## src/include/i2c_regs.svh

```systemverilog
// Register offsets, field positions and reset values of the block.
`ifndef I2C_REGS_SVH
`define I2C_REGS_SVH

// Byte offsets on the register bus.
`define OWN_ADDR_OFFSET     8'h00
`define INT_ENABLE_OFFSET   8'h04
`define INT_STATUS_OFFSET   8'h08
`define MODE_CTRL_OFFSET    8'h24

// Reset values and the general call address.
`define OWN_ADDR_RESET      10'h000
`define INT_ENABLE_RESET    7'h00
`define TEN_BIT_RESET       1'b0
`define GENERAL_CALL_ADDR   10'h000

// Field widths and positions.
`define OWN_ADDR_BITS       10
`define SEVEN_BIT_BITS      7
`define ENABLE_BITS         7
`define EVENT_BITS          6
`define W1C_FLAGS           9
`define TEN_BIT_POS         8
`define EN_AAS_POS          6
`define ST_AD0_POS          8
`define ST_AAS_POS          9
`define ST_TRANSMIT_UNDERFLOW_N_POS         10
`define ST_RECEIVE_OVERRUN_POS       11
`define ST_BB_POS           12
`define ST_NOACK_SENT_FLAG_POS      13
`define ST_SLAVE_TX_DIRECTION_POS         14

// Positions inside the internal write-one-to-clear flag bank.
`define FB_STOP             5
`define FB_BB               6
`define FB_NOACK_SENT_FLAG          7
`define FB_SLAVE_TX_DIRECTION             8

`endif

```

## src/include/i2c_pkg.sv

```systemverilog
// Types shared by the address/interrupt register block.
`default_nettype none
package i2c_pkg;

    // Answer codes of the register bus.
    typedef enum logic [1:0] {
        RESP_OKAY   = 2'b00,
        RESP_SLVERR = 2'b10
    } axi_resp_type;

    // Register selected by a bus address.
    typedef enum logic [2:0] {
        SEL_OWN    = 3'b000,
        SEL_ENABLE = 3'b001,
        SEL_STATUS = 3'b010,
        SEL_MODE   = 3'b011,
        SEL_NONE   = 3'b100
    } reg_sel_type;

endpackage
`default_nettype wire

```

## src/design/flag_bank.sv

```systemverilog
// Bank of sticky flags, set by hardware, cleared by software or hardware.
`default_nettype none
module flag_bank #(
    parameter int WIDTH = 9
) (
    input  wire logic             clk,
    input  wire logic             rstn,
    input  wire logic             ce,
    input  wire logic [WIDTH-1:0] set,
    input  wire logic [WIDTH-1:0] sw_clr,
    input  wire logic [WIDTH-1:0] hw_clr,
    output logic      [WIDTH-1:0] flags
);

    // One flop per flag; a set in the clearing cycle wins so no event is lost.
    genvar i;
    generate
        for (i = 0; i < WIDTH; i++) begin : g_flag
            always_ff @(posedge clk) begin
                if (!rstn) begin
                    flags[i] <= 1'b0;
                end else if (ce) begin
                    if (set[i]) begin
                        flags[i] <= 1'b1;
                    end else if (sw_clr[i] || hw_clr[i]) begin
                        flags[i] <= 1'b0;
                    end
                end
            end

        end
    endgenerate
endmodule // flag_bank
`default_nettype wire

```

## src/design/addr_matcher.sv

```systemverilog
// Compares an incoming bus address with the own slave address.
`default_nettype none
`include "i2c_regs.svh"
module addr_matcher (
    input  wire logic                       clk,
    input  wire logic                       rstn,
    input  wire logic                       ce,
    input  wire logic                       ten_bit_addressing,
    input  wire logic [`OWN_ADDR_BITS-1:0]  own_addr_field,
    input  wire logic                       addr_strobe,
    input  wire logic [`OWN_ADDR_BITS-1:0]  rx_addr,
    output logic                            match_pulse,
    output logic                            general_call_pulse
);

    logic own_hit;
    logic gen_hit;

    // Seven-bit mode ignores the three upper bits of the own address.
    always_comb begin
        if (ten_bit_addressing) begin
            own_hit = (rx_addr == own_addr_field);
            gen_hit = (rx_addr == `GENERAL_CALL_ADDR);
        end else begin
            own_hit = (rx_addr[6:0] == own_addr_field[6:0]);
            gen_hit = (rx_addr[6:0] == 7'(`GENERAL_CALL_ADDR));
        end
    end

    // Pulses last one enabled cycle after the strobe.
    always_ff @(posedge clk) begin
        if (!rstn) begin
            match_pulse        <= 1'b0;
            general_call_pulse <= 1'b0;
        end else if (ce) begin
            match_pulse        <= addr_strobe && (own_hit || gen_hit);
            general_call_pulse <= addr_strobe && gen_hit;
        end
    end
endmodule // addr_matcher
`default_nettype wire

```

## src/design/i2c_own_addr_irq_regs.sv

```systemverilog
// Own address, interrupt enable and status registers behind AXI4-Lite.
//
// How it works
// - Ten-bit own address, writable, resets to zero.
// - Seven-bit mode compares only low seven bits.
// - Ten-bit mode compares all ten bits.
// - Unused upper bits read zero, ignore writes.
// - Seven enable bits, one per interrupt source.
// - Enables reset to 0; 1 allows request.
// - Status bits 5..0 flag events, enable order.
// - Writing one clears flag; zero leaves it.
// - Own or general call address sets addressed flag.
`default_nettype none
`include "i2c_regs.svh"
module i2c_own_addr_irq_regs
    import i2c_pkg::*;
(
    input  wire logic        clk,
    input  wire logic        rstn,
    input  wire logic        ce,
    // AXI4-Lite slave.
    input  wire logic [7:0]  s_axi_awaddr,
    input  wire logic        s_axi_awvalid,
    output logic             s_axi_awready,
    input  wire logic [31:0] s_axi_wdata,
    input  wire logic [3:0]  s_axi_wstrb,
    input  wire logic        s_axi_wvalid,
    output logic             s_axi_wready,
    output logic [1:0]       s_axi_bresp,
    output logic             s_axi_bvalid,
    input  wire logic        s_axi_bready,
    input  wire logic [7:0]  s_axi_araddr,
    input  wire logic        s_axi_arvalid,
    output logic             s_axi_arready,
    output logic [31:0]      s_axi_rdata,
    output logic [1:0]       s_axi_rresp,
    output logic             s_axi_rvalid,
    input  wire logic        s_axi_rready,
    // Raw events from the protocol engine.
    input  wire logic [4:0]  raw_events,
    input  wire logic        start_seen,
    input  wire logic        stop_seen,
    input  wire logic        noack_sent_set,
    input  wire logic        slave_tx_set,
    input  wire logic        receive_overrun,
    input  wire logic        transmit_underflow_n,
    input  wire logic        addr_strobe,
    input  wire logic [9:0]  rx_addr,
    // Results towards the engine and the processor.
    output logic [9:0]       own_addr_field,
    output logic             ten_bit_addressing,
    output logic             addressed_as_slave,
    output logic             irq
);

    logic [7:0]                  wr_addr;
    logic [31:0]                 wr_data;
    logic [3:0]                  wr_strb;
    logic                        do_write;
    reg_sel_type                 wr_sel;
    reg_sel_type                 rd_sel;
    logic [`ENABLE_BITS-1:0]     interrupt_enable;
    logic [`W1C_FLAGS-1:0]       flag_set;
    logic [`W1C_FLAGS-1:0]       flag_sw_clr;
    logic [`W1C_FLAGS-1:0]       flag_hw_clr;
    logic [`W1C_FLAGS-1:0]       flags;
    logic                        general_call_detected;
    logic                        match_pulse;
    logic                        general_call_pulse;
    logic [31:0]                 status_word;
    logic [31:0]                 read_word;
    logic                        pending;
    logic                        status_write;

    // Address decode shared by both directions; low two bits are ignored.
    function automatic reg_sel_type decode(input logic [7:0] a);
        reg_sel_type s;
        s = SEL_NONE;
        if (a[7:2] == 6'(`OWN_ADDR_OFFSET >> 2)) begin
            s = SEL_OWN;
        end
        if (a[7:2] == 6'(`INT_ENABLE_OFFSET >> 2)) begin
            s = SEL_ENABLE;
        end
        if (a[7:2] == 6'(`INT_STATUS_OFFSET >> 2)) begin
            s = SEL_STATUS;
        end
        if (a[7:2] == 6'(`MODE_CTRL_OFFSET >> 2)) begin
            s = SEL_MODE;
        end
        return s;
    endfunction

    // Write channel: address and data are taken independently, in any order.
    // The write happens once both are held and no response is outstanding.
    assign do_write = !s_axi_awready && !s_axi_wready && !s_axi_bvalid;
    assign wr_sel   = decode(wr_addr);

    always_ff @(posedge clk) begin
        if (!rstn) begin
            s_axi_awready <= 1'b1;
            s_axi_wready  <= 1'b1;
            s_axi_bvalid  <= 1'b0;
            s_axi_bresp   <= RESP_OKAY;
            wr_addr       <= 8'h00;
            wr_data       <= 32'h0000_0000;
            wr_strb       <= 4'h0;
        end else if (ce) begin
            if (s_axi_awvalid && s_axi_awready) begin
                wr_addr       <= s_axi_awaddr;
                s_axi_awready <= 1'b0;
            end
            if (s_axi_wvalid && s_axi_wready) begin
                wr_data      <= s_axi_wdata;
                wr_strb      <= s_axi_wstrb;
                s_axi_wready <= 1'b0;
            end
            if (do_write) begin
                s_axi_bvalid <= 1'b1;
                s_axi_bresp  <= (wr_sel == SEL_NONE) ? RESP_SLVERR
                                                      : RESP_OKAY;
            end
            if (s_axi_bvalid && s_axi_bready) begin
                s_axi_bvalid  <= 1'b0;
                s_axi_awready <= 1'b1;
                s_axi_wready  <= 1'b1;
            end
        end
    end

    // Own address; it spans byte lanes 0 and 1, upper bits are dropped.
    always_ff @(posedge clk) begin
        if (!rstn) begin
            own_addr_field <= `OWN_ADDR_RESET;
        end else if (ce && do_write && wr_sel == SEL_OWN) begin
            if (wr_strb[0]) begin
                own_addr_field[7:0] <= wr_data[7:0];
            end
            if (wr_strb[1]) begin
                own_addr_field[9:8] <= wr_data[9:8];
            end
        end
    end

    // Enable bits; a zero blocks its source, a one lets it through.
    always_ff @(posedge clk) begin
        if (!rstn) begin
            interrupt_enable <= `INT_ENABLE_RESET;
        end else if (ce && do_write && wr_sel == SEL_ENABLE
                     && wr_strb[0]) begin
            interrupt_enable <= wr_data[`ENABLE_BITS-1:0];
        end
    end

    // Addressing width, the one mode bit this block owns.
    always_ff @(posedge clk) begin
        if (!rstn) begin
            ten_bit_addressing <= `TEN_BIT_RESET;
        end else if (ce && do_write && wr_sel == SEL_MODE && wr_strb[1]) begin
            ten_bit_addressing <= wr_data[`TEN_BIT_POS];
        end
    end

    addr_matcher u_matcher (
        .clk                (clk),
        .rstn               (rstn),
        .ce                 (ce),
        .ten_bit_addressing (ten_bit_addressing),
        .own_addr_field     (own_addr_field),
        .addr_strobe        (addr_strobe),
        .rx_addr            (rx_addr),
        .match_pulse        (match_pulse),
        .general_call_pulse (general_call_pulse)
    );

    // Software clears only bits whose byte lane is strobed.
    assign status_write = do_write && wr_sel == SEL_STATUS;
    always_comb begin
        flag_sw_clr = '0;
        if (status_write && wr_strb[0]) begin
            flag_sw_clr[`EVENT_BITS-1:0] = wr_data[`EVENT_BITS-1:0];
        end
        if (status_write && wr_strb[1]) begin
            flag_sw_clr[`FB_BB]      = wr_data[`ST_BB_POS];
            flag_sw_clr[`FB_NOACK_SENT_FLAG] = wr_data[`ST_NOACK_SENT_FLAG_POS];
            flag_sw_clr[`FB_SLAVE_TX_DIRECTION]    = wr_data[`ST_SLAVE_TX_DIRECTION_POS];
        end
    end

    // Hardware sources: a stop frees the bus and ends the slave direction.
    assign flag_set = {slave_tx_set, noack_sent_set, start_seen, stop_seen,
                       raw_events};
    always_comb begin
        flag_hw_clr              = '0;
        flag_hw_clr[`FB_BB]      = stop_seen;
        flag_hw_clr[`FB_SLAVE_TX_DIRECTION]    = stop_seen || start_seen;
    end

    flag_bank #(
        .WIDTH (`W1C_FLAGS)
    ) u_flags (
        .clk    (clk),
        .rstn   (rstn),
        .ce     (ce),
        .set    (flag_set),
        .sw_clr (flag_sw_clr),
        .hw_clr (flag_hw_clr),
        .flags  (flags)
    );

    // Addressed and general-call flags last until the next start or stop.
    // A match in the same cycle as a stop is kept, so it cannot be lost.
    always_ff @(posedge clk) begin
        if (!rstn) begin
            addressed_as_slave    <= 1'b0;
            general_call_detected <= 1'b0;
        end else if (ce) begin
            if (match_pulse) begin
                addressed_as_slave <= 1'b1;
            end else if (start_seen || stop_seen) begin
                addressed_as_slave <= 1'b0;
            end
            if (general_call_pulse) begin
                general_call_detected <= 1'b1;
            end else if (start_seen || stop_seen) begin
                general_call_detected <= 1'b0;
            end
        end
    end

    // Status word; unassigned positions stay zero.
    always_comb begin
        status_word                    = 32'h0000_0000;
        status_word[`EVENT_BITS-1:0]   = flags[`EVENT_BITS-1:0];
        status_word[`ST_AD0_POS]       = general_call_detected;
        status_word[`ST_AAS_POS]       = addressed_as_slave;
        status_word[`ST_TRANSMIT_UNDERFLOW_N_POS]      = transmit_underflow_n;
        status_word[`ST_RECEIVE_OVERRUN_POS]    = receive_overrun;
        status_word[`ST_BB_POS]        = flags[`FB_BB];
        status_word[`ST_NOACK_SENT_FLAG_POS]   = flags[`FB_NOACK_SENT_FLAG];
        status_word[`ST_SLAVE_TX_DIRECTION_POS]      = flags[`FB_SLAVE_TX_DIRECTION];
    end

    // Read mux; every register is zero-extended to the bus width.
    assign rd_sel = decode(s_axi_araddr);
    always_comb begin
        read_word = 32'h0000_0000;
        case (rd_sel)
            SEL_OWN: begin
                read_word[`OWN_ADDR_BITS-1:0] = own_addr_field;
            end
            SEL_ENABLE: begin
                read_word[`ENABLE_BITS-1:0] = interrupt_enable;
            end
            SEL_STATUS: begin
                read_word = status_word;
            end
            SEL_MODE: begin
                read_word[`TEN_BIT_POS] = ten_bit_addressing;
            end
            default: begin
                read_word = 32'h0000_0000;
            end
        endcase
    end

    // Read channel: one read at a time, answered on the next enabled edge.
    always_ff @(posedge clk) begin
        if (!rstn) begin
            s_axi_arready <= 1'b1;
            s_axi_rvalid  <= 1'b0;
            s_axi_rdata   <= 32'h0000_0000;
            s_axi_rresp   <= RESP_OKAY;
        end else if (ce) begin
            if (s_axi_arvalid && s_axi_arready) begin
                s_axi_arready <= 1'b0;
                s_axi_rvalid  <= 1'b1;
                s_axi_rdata   <= read_word;
                s_axi_rresp   <= (rd_sel == SEL_NONE) ? RESP_SLVERR
                                                       : RESP_OKAY;
            end else if (s_axi_rvalid && s_axi_rready) begin
                s_axi_rvalid  <= 1'b0;
                s_axi_arready <= 1'b1;
            end
        end
    end

    // Interrupt level; registered, so it trails the flags by one cycle.
    assign pending = |(flags[`EVENT_BITS-1:0]
                       & interrupt_enable[`EVENT_BITS-1:0])
                     || (addressed_as_slave
                         && interrupt_enable[`EN_AAS_POS]);
    always_ff @(posedge clk) begin
        if (!rstn) begin
            irq <= 1'b0;
        end else if (ce) begin
            irq <= pending;
        end
    end
endmodule // i2c_own_addr_irq_regs
`default_nettype wire

```

## config.mk

```make
export PLATFORM = sky130hd
export DESIGN_NAME = i2c_own_addr_irq_regs
export DESIGN_NICKNAME = d
export VERILOG_FILES = /design/src/include/i2c_pkg.sv /design/src/design/flag_bank.sv /design/src/design/addr_matcher.sv /design/src/design/i2c_own_addr_irq_regs.sv
export VERILOG_INCLUDE_DIRS = /design/src /design/src/include
export SDC_FILE = /design/constraint.sdc
export NUM_CORES = 1
export LEC_CHECK = 0
export BUFFER_PORTS_ARGS = -buffer_cell sky130_fd_sc_hd__buf_2
export CORE_MARGIN = 2
export CORE_UTILIZATION = 39
export DETAILED_ROUTE_END_ITERATION = 10
export MAX_ROUTING_LAYER = met4
export PLACE_DENSITY = 0.71
export RECOVER_POWER = 50
export SYNTH_ARGS = -nofsm -noshare
export SYNTH_HDL_FRONTEND = slang
export SYNTH_SLANG_ARGS = --single-unit
```

## constraint.sdc

```tcl
create_clock -name clk -period 3.35 [get_ports clk]
set_clock_uncertainty 0.15 [all_clocks]
set_input_delay 1.005 -clock clk [delete_from_list [all_inputs] [get_ports clk]]
set_output_delay 1.005 -clock clk [all_outputs]
set_load 0.02 [all_outputs]
```

After elaboration in Yosys (flattened, before gate mapping)
Index checks and enable logic that the tools add are counted.
{"block": "totals", "reg_bits": 98, "elab_cells": 166}
{"block": "op_classes", "eq_ne": 16, "mux": 50, "n_bitwise": 1, "reduce_logical": 70}
{"op": "2-bit AND reduction", "n": 21}
{"op": "1-bit two-way mux", "n": 34}
{"op": "2-bit nonzero test", "n": 15}
{"op": "3-bit two-way mux", "n": 9}
{"op": "7-bit one-hot mux with 3 select lines", "n": 1}
{"op": "1-bit logical AND", "n": 19}
{"op": "3-bit by 2-bit equality test with 1-bit output, second input constant", "n": 4}
{"op": "6-bit by 1-bit equality test with 1-bit output, second input constant", "n": 2}
{"op": "6-bit by 2-bit equality test with 1-bit output, second input constant", "n": 2}
{"op": "6-bit by 4-bit equality test with 1-bit output, second input constant", "n": 2}
{"op": "6-bit logical NOT", "n": 2}
{"op": "10-bit equality test", "n": 1}
{"op": "10-bit logical NOT", "n": 1}
{"op": "7-bit equality test", "n": 1}
{"op": "7-bit logical NOT", "n": 1}
{"op": "6-bit bitwise AND", "n": 1}
{"op": "3-bit by 1-bit equality test with 1-bit output, second input constant", "n": 2}
{"op": "3-bit equality test, second input constant", "n": 2}
{"op": "3-bit logical NOT", "n": 2}
{"op": "6-bit two-way mux", "n": 1}
{"op": "6-bit OR reduction", "n": 1}
{"op": "1-bit logical OR", "n": 5}
{"op": "5-bit two-way mux", "n": 1}
{"op": "2-bit two-way mux", "n": 2}
{"op": "3 further kinds", "n": 5}

Depth between registers and ports, before layout
{"block": "logic_depth", "depth_word": 12, "depth_mapped": 6, "ltp_nobuf": 4}

Modules after synthesis
From an unflattened synthesis, not the netlist that was laid out.
{"block": "unflattened", "cells_unflattened": 388, "hier_area_um2": 3564.7}
{"mod": "i2c_own_addr_irq_regs", "instances": 1, "cells_each": 325, "area_per_inst_um2": 2929.1, "seq_area_each_um2": 1281.2}
{"mod": "flag_bank", "instances": 1, "cells_each": 37, "area_per_inst_um2": 424.2, "seq_area_each_um2": 180.2}
{"mod": "addr_matcher", "instances": 1, "cells_each": 26, "area_per_inst_um2": 211.5, "seq_area_each_um2": 40.0}

Worst setup path after synthesis
Ideal clock, no wire load.
{"block": "synth_timing", "path_type": "input to register", "startpoint": "in ce", "endpoint": "reg own_addr_field[0]", "setup_ps": 128, "arrival_ps": 2545, "required_time_ps": 3072, "slack_ps": 528, "stages": 6, "path_cell_list": "buf_4 or4b_1 buf_4 nor4_4 mux2i_1 nor2_1"}
{"block": "synth_between", "elab_chain_cells": 3}
{"element": "start: declaration", "line": "i2c_own_addr_irq_regs.sv:20", "text": "input wire logic ce,"}
{"element": "1-bit logical AND (2 in a row)", "line": "i2c_own_addr_irq_regs.sv:135", "text": "end else if (ce && do_write && wr_sel == SEL_OWN) begin"}
{"element": "2-bit AND reduction (no line)"}
{"element": "end signal: assignment", "line": "i2c_own_addr_irq_regs.sv:134", "text": "own_addr_field <= `OWN_ADDR_RESET;"}
{"element": "end signal: assignment", "line": "i2c_own_addr_irq_regs.sv:137", "text": "own_addr_field[7:0] <= wr_data[7:0];"}
{"element": "end: declaration", "line": "i2c_own_addr_irq_regs.sv:50", "text": "output logic [9:0] own_addr_field,"}
Every way passes these cells.
A chain may end at the register's enable or synchronous reset.

Final worst setup path
{"block": "layout_timing", "startpoint": "in ce", "endpoint": "reg u_flags.flags[6]"}
{"block": "layout_between", "elab_chain_cells": 1}
{"element": "2-bit AND reduction (no line)"}
{"element": "end signal: indexed assignment", "line": "flag_bank.sv:21", "text": "flags[i] <= 1'b0;"}
{"element": "end signal: indexed assignment", "line": "flag_bank.sv:24", "text": "flags[i] <= 1'b1;"}
{"element": "end signal: indexed assignment", "line": "flag_bank.sv:26", "text": "flags[i] <= 1'b0;"}
{"element": "end: declaration", "line": "flag_bank.sv:12", "text": "output logic [WIDTH-1:0] flags"}
Every way passes these cells.

==> out/metrics.cfg <==
[clock_network]
root_buffer=clkbuf_8
cts_buffers=9
cts_setup_buffers=0
postCtsHoldBufs=0
clock_path_buffers=2
ctsResizeCount=0
clk_pin_slew_ns=0.08
cts_sinks=75
cts_tree=yes
htree_levels=3
clk_latency_ns=0.36

[power]
p_leak_uw=0.00157
p_per_area_nw_per_um2=472
vdd_drop_max_mv=0.280

[yosys]
yosysWarnings=0
yosysUniqueCellTypes=37
netlist_instances=369
syn_avg_cell_area_um2=8.94
yosys.area.top_type=dfxtp_1
syn-cell-area_um2=3300
ys_seq_area_share_pct=45.5
yosys-top-cells-area=dfxtp_1 46%, mux2i_1 10%, nand2_1 5.2%
yosys.area.top_type_share_pct=45.5
ys_ff_latch=75

[cells_and_area]
seq_area_um2=1500
final_common_cell=dfxtp_1
drive_above_1_share_pct=19.4
layout_common_cells=75 x dfxtp_1, 58 x buf_2, 46 x nand2_1, 43 x nor2_1, 34 x mux2i_1
fin_nets=540
fillers=820
syn2layout_area_growth_pct=20.5
multiInputGateArea_um2=1620

[worst_setup_path]
cp-end-kind=register
crit_required_ns=3.46
cp_max_fo=7
startpoint=ce
start_kind=input port
r2r_start=s_axi_bvalid
arrival_ns=2.76
critical_path_class=in -> reg

[timing]
fin_crit_ns=2.66
slew_viol_final=0
slew_headroom_pct=56.3
finalHoldWorstSlack_ns=0.316
hold_violations=0
max_freq_mhz=377
rsz0062_at_grt=false
tns_ns=0
worst_pin_slew_ns=0.651
min_period_over_period_pct=79.3
finalSetupViolations=0

[flow_run]
drv_cap=0

[global_routing]
grt-ovfl-total=0
grt_use_total_pct=20.0
grt_max_degree=47
grt_first_pass_wirelength_mm=13.6
grt_pass1_vias=2759
antenna_found_initial=2

[min_path]
min_path_type=reg -> reg
holdCritStartpoint=wr_data[14]

[routing]
dr.pass1.iters=4
wl_per_cell_um=15.2
drc=0
vias_per_cell=5.21
drt_iter0_markers=164
postRouteAntennaNets=0
wl_mm=8.65
vias=2968

[die]
core_um2=8220
initial_core_util_pct=40.2
io_pins=136
die_w_um=96.0
rows=33
die_area_um2=9210
die_h_um=96.0

[placed_design]
gp_congestion=0.853
dp_hpwl_mm=6.46
io_buffers=91

[status]
status=complete, no violations

-- cell usage after synthesis --
cell / instances
a211oi_1: 1
a21o_1: 2
a21oi_1: 30
a221oi_1: 1
a22o_1: 1
a22oi_1: 14
a311oi_1: 7
a31o_2: 2
a31oi_1: 4
a41oi_1: 1
and3_1: 2
buf_1: 4
buf_4: 21
clkbuf_1: 16
conb_1: 1
dfxtp_1: 75
inv_1: 3
mux2_2: 1
mux2i_1: 34
nand2_1: 46
nand2b_1: 5
nand3_1: 7
nand4_1: 2
nand4b_1: 1
nor2_1: 43
nor2b_1: 1
nor3_1: 2
nor4_1: 11
nor4_4: 2
nor4b_1: 1
o21ai_0: 6
o2bb2ai_1: 6
o31ai_1: 2
or4_1: 2
or4b_1: 1
or4b_2: 1
xor2_1: 10
-- sequential cells by signal (all words and copies together) (netlist names), 2 cells and up --
name / count
s_axi_rdata: 15
wr_data: 13
own_addr_field: 10
u_flags.flags: 9
interrupt_enable: 7
wr_addr: 6
wr_strb: 2
-- critical path, cell delays in order --
cell	delay, ns
buf_2	0.09
or4b_1	0.63
nor4_1	0.55
buf_4	0.21
a21oi_1	0.06
a31o_2	0.21
-- cell type report --
| class | count | share of cell area, % |
|---|---|---|
| sequential | 75 | 37.8 |
| clock buffer | 9 | 3.12 |
| inverter | 3 | 0.283 |
| tap | 105 | 3.30 |
| clock inverter | 7 | 2.33 |
| multi-input combinational | 268 | 40.8 |
| antenna | 2 | 0.126 |
| timing repair buffer | 101 | 12.3 |
-- layer usage --
layer / global-route usage, % / part of all wire (%)
met2: 30.7 / 47
met4: 7.86 / 2.0
met5: - / 0
met1: 25.2 / 44
met3: 5.01 / 7.6
-- where the power goes --
group	switching (uW)	internal (uW)
Clock	343	416
Combinational	114	63.9
Sequential	23.6	917
Total	481	1400
-- stage by stage --
| step | setup slack (ns) | area [um^2] | power [uW] | util [%] | instances |
|---|---|---|---|---|---|
| after floorplan | 0.528 | 3370 | 1090 | - | 387 |
| after global placement | 0.402 | 3800 | 1130 | 46.2 | 552 |
| after detailed placement | 0.353 | 3800 | 1140 | 46.2 | 552 |
| after CTS | 0.736 | 4010 | 1890 | 48.8 | 568 |
| after global routing | 0.630 | 3980 | 1960 | 48.4 | 570 |
| final | 0.695 | 3980 | 1880 | 48.4 | 570 |
-- cell families after synthesis --
family	Yosys count	synth area share, %
xor+xnor	10	2.65
simple gates	127	18.4
flops	75	45.5
mux	35	10.7
buf+inv	44	7.39
compound gates	77	15.3
other cells	1	0.114
-- worst paths after layout --
kind	to	slack (ns)	cells past startpoint
max	u_flags.flags[6]	0.69	6
min	wr_data[14]	0.32	2
max reg2reg	u_flags.flags[6]	1.00	5
min reg2reg	wr_data[14]	0.32	2
Note: power is estimated with default switching activity, not from simulation.
